===== src/rtl/sar_pkg.sv =====
package sar_pkg;
  // result width in bits
  localparam int RESULT_W = 18;
  // system clock period in ns
  localparam int CLK_PERIOD_NS = 40;
  // conversion time bounds in ns
  localparam int T_CONV_MIN_NS = 500;
  localparam int T_CONV_MAX_NS = 8800;
  // least time rounds up, longest rounds down
  localparam int CONV_MIN_CYC = (T_CONV_MIN_NS + CLK_PERIOD_NS - 1) / CLK_PERIOD_NS;
  localparam int CONV_MAX_CYC = T_CONV_MAX_NS / CLK_PERIOD_NS;
  // default conversion length inside the bounds
  localparam int CONV_DEF_CYC = CONV_MAX_CYC;
  // bit counter width
  localparam int CNT_W = 5;
  // conversion counter width
  localparam int CONV_CNT_W = 9;
  // reset values
  localparam logic [17:0] RESULT_RST = 18'h00000;
  // interface modes
  typedef enum logic [1:0] {
    SAR_MODE_CS3 = 2'b00,
    SAR_MODE_CS4 = 2'b01,
    SAR_MODE_DAISY = 2'b10
  } sar_mode_e;
  // sequencing states
  typedef enum logic [1:0] {
    SAR_ST_IDLE = 2'b00,
    SAR_ST_CONV = 2'b01,
    SAR_ST_ACQ = 2'b10
  } sar_state_e;
endpackage


===== src/rtl/sar_sync.sv =====
`timescale 1ns/1ps
`default_nettype none
// two flip-flop synchroniser with edge detect on the settled copy
module sar_sync #(
  parameter logic IDLE = 1'b0  // rest level of the pin, so reset leaves no false edge
) (
  input wire logic i_clk,
  input wire logic i_reset,
  input wire logic i_pin,
  output logic o_level,
  output logic o_rise,
  output logic o_fall
);
  // first stage read only by the second
  logic meta;
  logic settled;
  logic prev;
  // synchroniser chain
  always_ff @(posedge i_clk)
  begin
    if (i_reset)
    begin
      // start at the rest level: a pin idling high must not look like a rise
      meta <= IDLE;
      settled <= IDLE;
      prev <= IDLE;
    end
    else
    begin
      meta <= i_pin;
      settled <= meta;
      prev <= settled;
    end
  end
  assign o_level = settled;
  assign o_rise = settled & ~prev;
  assign o_fall = ~settled & prev;
endmodule
`default_nettype wire


===== src/rtl/sar_readout.sv =====
`timescale 1ns/1ps
`default_nettype none
module sar_readout #(
  parameter int CONV_CYC = sar_pkg::CONV_DEF_CYC
) (
  input wire logic i_clk,
  input wire logic i_reset,
  input wire logic i_convert_start,   // start pin, async
  input wire logic i_serial_in,       // serial-in / select pin, async
  input wire logic i_sclk,            // host serial clock, async
  input wire logic [17:0] i_sample,   // two's complement code from the array
  output logic o_serial_out,
  output logic o_serial_out_en,       // high while the pin is driven
  output logic o_powered,             // converter core powered
  output logic o_sample_hold          // one cycle at sampling instant
);
  // synchronised pins
  logic cs_lvl, cs_rise, cs_fall;
  logic si_lvl, si_rise, si_fall;
  logic ck_fall;
  // sequencing state
  sar_pkg::sar_state_e state;
  sar_pkg::sar_mode_e mode;
  logic [sar_pkg::CONV_CNT_W-1:0] conv_cnt;
  logic [sar_pkg::RESULT_W-1:0] shreg;
  logic [sar_pkg::CNT_W-1:0] bit_cnt;
  logic reading;  // chip-select readout window open

  sar_sync u_cs (.i_clk(i_clk), .i_reset(i_reset), .i_pin(i_convert_start),
    .o_level(cs_lvl), .o_rise(cs_rise), .o_fall(cs_fall));
  // select rests high, so its synchroniser starts high as well
  sar_sync #(.IDLE(1'b1)) u_si (.i_clk(i_clk), .i_reset(i_reset), .i_pin(i_serial_in),
    .o_level(si_lvl), .o_rise(si_rise), .o_fall(si_fall));
  sar_sync u_ck (.i_clk(i_clk), .i_reset(i_reset), .i_pin(i_sclk),
    .o_level(), .o_rise(), .o_fall(ck_fall));

  // conversion done strobe
  logic conv_done;
  assign conv_done = (state == sar_pkg::SAR_ST_CONV)
    && (conv_cnt == sar_pkg::CONV_CNT_W'(CONV_CYC - 1));

  // sequencer: a start edge outside a conversion begins a fresh one;
  // the 3-wire host may drop and restore start mid-conversion, which must not restart it
  always_ff @(posedge i_clk)
  begin
    if (i_reset)
    begin
      state <= sar_pkg::SAR_ST_IDLE;
      mode <= sar_pkg::SAR_MODE_CS3;
      conv_cnt <= '0;
    end
    else if (cs_rise && state != sar_pkg::SAR_ST_CONV)
    begin
      state <= sar_pkg::SAR_ST_CONV;
      conv_cnt <= '0;
      // mode latched from select level at start edge
      if (si_lvl)
      begin
        // 4-wire mode uses select edges; the latch cannot tell, so both run
        mode <= sar_pkg::SAR_MODE_CS3;
      end
      else
      begin
        mode <= sar_pkg::SAR_MODE_DAISY;
      end
    end
    else if (state == sar_pkg::SAR_ST_CONV)
    begin
      // internal count only, blind to start and clock pins
      if (conv_done)
      begin
        state <= sar_pkg::SAR_ST_ACQ;
      end
      else
      begin
        conv_cnt <= conv_cnt + 1'b1;
      end
    end
  end

  // power and sample strobes
  always_ff @(posedge i_clk)
  begin
    if (i_reset)
    begin
      o_powered <= 1'b0;
      o_sample_hold <= 1'b0;
    end
    else
    begin
      o_powered <= (state == sar_pkg::SAR_ST_CONV) && !conv_done;
      // only a start edge that really begins a conversion samples
      o_sample_hold <= cs_rise && (state != sar_pkg::SAR_ST_CONV);
    end
  end

  // result register: loaded at conversion end, shifted during readout
  always_ff @(posedge i_clk)
  begin
    if (i_reset)
    begin
      shreg <= sar_pkg::RESULT_RST;
      bit_cnt <= '0;
      reading <= 1'b0;
    end
    else if (cs_rise && state != sar_pkg::SAR_ST_CONV)
    begin
      reading <= 1'b0;
      bit_cnt <= '0;
    end
    else if (conv_done)
    begin
      shreg <= i_sample;
      bit_cnt <= '0;
    end
    else if (state == sar_pkg::SAR_ST_ACQ)
    begin
      if (mode == sar_pkg::SAR_MODE_DAISY)
      begin
        // daisy: shift in neighbour bit on each falling clock
        if (ck_fall)
        begin
          shreg <= {shreg[sar_pkg::RESULT_W-2:0], si_lvl};
        end
      end
      else if (!reading)
      begin
        // readout opens on a start fall (3-wire) or select fall (4-wire)
        if ((cs_fall || (si_fall && cs_lvl)) && bit_cnt == '0)
        begin
          reading <= 1'b1;
        end
      end
      else if (si_rise && !cs_lvl)
      begin
        reading <= reading;  // select rising with start low is illegal; ignore
      end
      else if (si_rise)
      begin
        reading <= 1'b0;
      end
      else if (ck_fall)
      begin
        // 18th falling edge ends the word
        if (bit_cnt == sar_pkg::CNT_W'(sar_pkg::RESULT_W - 1))
        begin
          reading <= 1'b0;
        end
        shreg <= {shreg[sar_pkg::RESULT_W-2:0], 1'b0};
        bit_cnt <= bit_cnt + 1'b1;
      end
    end
  end

  // pin drive: readout window, daisy chain, or both-low forced low
  always_ff @(posedge i_clk)
  begin
    if (i_reset)
    begin
      o_serial_out <= 1'b0;
      o_serial_out_en <= 1'b0;
    end
    else if (!si_lvl && !cs_lvl)
    begin
      o_serial_out <= 1'b0;
      o_serial_out_en <= 1'b1;
    end
    else if (state == sar_pkg::SAR_ST_ACQ && mode == sar_pkg::SAR_MODE_DAISY && cs_lvl)
    begin
      o_serial_out <= shreg[sar_pkg::RESULT_W-1];
      o_serial_out_en <= 1'b1;
    end
    else if (reading && state == sar_pkg::SAR_ST_ACQ)
    begin
      o_serial_out <= shreg[sar_pkg::RESULT_W-1];
      o_serial_out_en <= 1'b1;
    end
    else
    begin
      // released during conversion and outside a read
      o_serial_out <= 1'b0;
      o_serial_out_en <= 1'b0;
    end
  end

  // assertions
  property p_conv_len;
    @(posedge i_clk) disable iff (i_reset)
    $rose(o_sample_hold) |-> !(state == sar_pkg::SAR_ST_ACQ) [*8];
  endproperty
  a_conv_len: assert property (p_conv_len) else $error("conversion ended too soon");
  property p_rise_release;
    @(posedge i_clk) disable iff (i_reset)
    cs_rise && si_lvl |=> ##1 !o_serial_out_en;
  endproperty
  a_rise_release: assert property (p_rise_release) else $error("output not released");
  property p_both_low;
    @(posedge i_clk) disable iff (i_reset)
    (!si_lvl && !cs_lvl) |=> (o_serial_out_en && !o_serial_out);
  endproperty
  a_both_low: assert property (p_both_low) else $error("output not low");
  property p_load;
    @(posedge i_clk) disable iff (i_reset)
    conv_done && !cs_rise |=> shreg == $past(i_sample);
  endproperty
  a_load: assert property (p_load) else $error("result not loaded");
  property p_powerdown;
    @(posedge i_clk) disable iff (i_reset)
    conv_done |=> ##1 !o_powered;
  endproperty
  a_powerdown: assert property (p_powerdown) else $error("not powered down");
  property p_no_early_read;
    @(posedge i_clk) disable iff (i_reset)
    (state == sar_pkg::SAR_ST_CONV) |=> !(o_serial_out_en && si_lvl);
  endproperty
  a_no_early_read: assert property (p_no_early_read) else $error("read during conversion");
  property p_shift;
    @(posedge i_clk) disable iff (i_reset)
    reading && ck_fall && !cs_rise && !si_rise && state == sar_pkg::SAR_ST_ACQ
      |=> shreg[sar_pkg::RESULT_W-1] == $past(shreg[sar_pkg::RESULT_W-2]);
  endproperty
  a_shift: assert property (p_shift) else $error("bit not advanced");
  property p_daisy_shift;
    @(posedge i_clk) disable iff (i_reset)
    mode == sar_pkg::SAR_MODE_DAISY && state == sar_pkg::SAR_ST_ACQ && ck_fall && !cs_rise
      |=> shreg[0] == $past(si_lvl);
  endproperty
  a_daisy_shift: assert property (p_daisy_shift) else $error("daisy input lost");
  c_conv: cover property (@(posedge i_clk) conv_done);
  c_read: cover property (@(posedge i_clk) $fell(reading));
  c_daisy: cover property (@(posedge i_clk) mode == sar_pkg::SAR_MODE_DAISY && ck_fall);
endmodule
`default_nettype wire


===== config.mk =====
export PLATFORM = sky130hd
export DESIGN_NAME = sar_readout
export DESIGN_NICKNAME = d
export VERILOG_FILES = /design/src/rtl/sar_pkg.sv /design/src/rtl/sar_sync.sv /design/src/rtl/sar_readout.sv
export SDC_FILE = /design/constraint.sdc
export NUM_CORES = 1
export LEC_CHECK = 0
export BUFFER_PORTS_ARGS = -buffer_cell sky130_fd_sc_hd__clkbuf_2
export CAP_MARGIN = 20
export CORE_UTILIZATION = 50
export CTS_CLUSTER_DIAMETER = 80
export DETAILED_ROUTE_END_ITERATION = 7
export PLACE_DENSITY = 0.82
export SYNTH_ARGS = -nofsm -noshare
export SYNTH_HDL_FRONTEND = slang
export SYNTH_SLANG_ARGS = --single-unit

===== constraint.sdc =====
create_clock -name i_clk -period 5.6 [get_ports i_clk]
set_input_delay 0.28 -clock i_clk [delete_from_list [all_inputs] [get_ports i_clk]]
set_output_delay 0.28 -clock i_clk [all_outputs]
set_load 0.01 [all_outputs]

==> impl_metrics.json <==
{
  "syn_inst": 218,
  "htree_levels": 2,
  "hp-class": "in2reg",
  "end_kind": "register",
  "clkSinkCount": 49,
  "synth-seq-cells": 49,
  "cts.clk_slew.worst_paths_ns": 0.08,
  "ys_async_sr_fraction": 0,
  "power_w": 0.000637,
  "irDropWorstVdd_v": 0.000269,
  "area_delta_synth_final_pct": 12.9,
  "yosysSeqAreaShare": 0.466,
  "critical-path-top-delay-family": "simple AND/OR/NAND/NOR gates",
  "path_max_fanout": 22,
  "drt-initial-drc-count": 81,
  "gp_congestion": 0.806,
  "status": "finished clean",
  "grt-ovfl-total": 0,
  "pin_count": 27,
  "post-dp-hpwl_um": 2670,
  "crit_chain": "ha_1 -> or4b_4 -> or4b_4 -> o21a_1 -> a2111oi_2",
  "synth_nets": 245,
  "synth_warnings": 0,
  "die-area_um2": 4470,
  "criticalPathCategory": "reg2reg",
  "arrival_ns": 2.98,
  "cts_resized": 0,
  "crit_path_top_delay_cell": "or4b_4",
  "die_h_um": 66.9,
  "hold_viol": 0,
  "grt_pass1_wl_um": 6350,
  "postCtsSetupBuffers": 0,
  "core-area_um2": 4030,
  "synth_area_leaders": "dfxtp_1, o32ai_1, a211oi_2",
  "final_area_um2": 2370,
  "fillers": 348,
  "timing.slew.headroom": 0.427,
  "place_area_um2": 2260,
  "final_util": 0.589,
  "yosysTopAreaCell": "dfxtp_1",
  "vias_per_cell": 5.58,
  "wl_um": 3900,
  "io_buffer_count": 26,
  "setup_viol": 0,
  "insertion_delay_ns": 0.30,
  "ys.flop_type": "dfxtp_1",
  "multi_input_area_um2": 980,
  "dieWidth_um": 66.9,
  "antenna_found_initial": 0,
  "drv_cap": 0,
  "start_util": 0.522,
  "netlist_area_um2": 2100,
  "post_drt_wl_per_cell_um": 13.3,
  "worstMarginPinSlew_ns": 0.859,
  "period_needed_ns": 2.79,
  "synth_edf_count": 0,
  "root_buffer": "clkbuf_8",
  "cts_tree": "done",
  "drtPass1Iterations": 4,
  "crit_buf_inv": 0,
  "crit_required_ns": 5.79,
  "syn_avg_cell_area_um2": 9.65,
  "drc_errors": 0,
  "rsz0062_at_grt": "false",
  "synth_top_area_frac": 0.466,
  "skew_ns": 0.0141,
  "grtUsageTotal": 0.188,
  "cts_made_buffers": 5,
  "first_global_vias": 1493,
  "antenna_cells": 0,
  "ctsHoldBuffers": 0,
  "start_kind": "register",
  "slew_viol_final": 0,
  "seq_area_um2": 981,
  "grt_max_degree": 34,
  "leakage_nw": 0.842,
  "pwr_density_cell_nw_per_um2": 268,
  "crit_top_cell": "or4b_4",
  "vias": 1640,
  "post-route-period-util": 0.499,
  "final_nets": 270,
  "tns_ns": 0,
  "clockBufferDepth": 2,
  "ant_nets": 0,
  "fmax_mhz": 358,
  "drive_gt1_frac": 0.213,
  "rows": 23,
  "ys_types": 37,
  "max_stage_delay_ns": 0.64
}
cell families (layout without fill, tap and decap cells):
| logic type | Yosys count | in the layout | synth area share |
|---|---|---|---|
| compound gates | 55 | 55 | 0.220 |
| xor+xnor | 9 | 9 | 0.0375 |
| fa+ha+maj | 4 | 4 | 0.0238 |
| buf+inv | 34 | 60 | 0.0678 |
| flops | 49 | 49 | 0.466 |
| mux | 2 | 2 | 0.00952 |
| simple gates | 65 | 65 | 0.175 |
synth_stat cells (5+ instances only):
library cell / number
nor2_1: 17
a21oi_1: 6
inv_1: 24
o32ai_1: 17
a211oi_2: 10
clkbuf_1: 7
xor2_1: 5
a211oi_1: 10
o21ai_0: 5
dfxtp_1: 49
nand2_1: 5
nand3_1: 5
nor2b_1: 9
power breakdown:
group	switching [W]	internal, W	leakage [nW]
registers	0.00000328	0.000353	0.397
clock network	0.000108	0.000146	0.0585
logic	0.0000157	0.0000123	0.387
total	0.000127	0.000510	0.842
layout by cell type (no fill, tap or decap), types with 2 or more instances in the layout:
| cell type | netlist | layout |
|---|---|---|
| xnor2_1 | 4 | 4 |
| nand2_1 | 5 | 5 |
| nand2b_1 | 4 | 4 |
| buf_4 | 0 | 2 |
| nor4b_1 | 2 | 2 |
| or2_2 | 4 | 4 |
| mux2i_1 | 2 | 2 |
| a21oi_1 | 6 | 6 |
| clkbuf_8 | 0 | 6 |
| dfxtp_1 | 49 | 49 |
| inv_1 | 24 | 24 |
| nor2b_1 | 9 | 9 |
| ha_1 | 4 | 4 |
| and3_1 | 2 | 2 |
| nand3_1 | 5 | 5 |
| a211oi_1 | 10 | 10 |
| a211oi_2 | 10 | 10 |
| o32ai_1 | 17 | 17 |
| or3_1 | 3 | 3 |
| xor2_1 | 5 | 5 |
| nor3_1 | 4 | 4 |
| nand4_1 | 4 | 4 |
| o21ai_0 | 5 | 5 |
| clkbuf_2 | 0 | 26 |
| nor2_1 | 17 | 17 |
| or4b_4 | 2 | 2 |
stage by stage:
| step | setup WS (ns) | hold WS, ns | cells |
|---|---|---|---|
| detailed placement | 2.81 | 0.399 | 286 |
| CTS | 2.80 | 0.153 | 294 |
| finish | 2.81 | 0.162 | 294 |
| global route | 2.69 | 0.148 | 294 |
| global placement | 2.93 | 0.393 | 286 |
| floorplan | 3.42 | 0.349 | 218 |
state kept, by name, summed over array words and instances, names as in the netlist, 2 cells and up:
signal    count
conv_cnt      9
state         2
shreg        18
bit_cnt       5
path summary, 6_finish.rpt:
kind	start	to	slack [ns]	depth (start not counted)
worst max-delay path	conv_cnt[0]	shreg[0]	2.81	5
worst min-delay path	i_serial_in	u_si.meta	0.16	2
worst max register to register	conv_cnt[0]	shreg[0]	2.81	5
worst min register to register	u_si.meta	u_si.o_level	0.42	1
area by class of cell:
cell class / instances / share of cell area
inverters: 24 / 0.0379
clock buffers: 7 / 0.0364
well taps: 50 / 0.0263
clock inverters: 1 / 0.0126
repair buffers: 28 / 0.0611
multi-input cells: 135 / 0.413
flip-flops and latches: 49 / 0.413
routing by layer:
layer / wire length [µm] / vias to the layer above / track usage / part of all wire
met5: 0 / - / 0 / 0
met4: 51 / 0 / 0.0691 / 0.013
met3: 123 / 6 / 0.0514 / 0.032
met2: 1860 / 31 / 0.326 / 0.48
met1: 1870 / 771 / 0.219 / 0.48
li1: - / 832 / - / -
(Power assumes the default switching activity.)
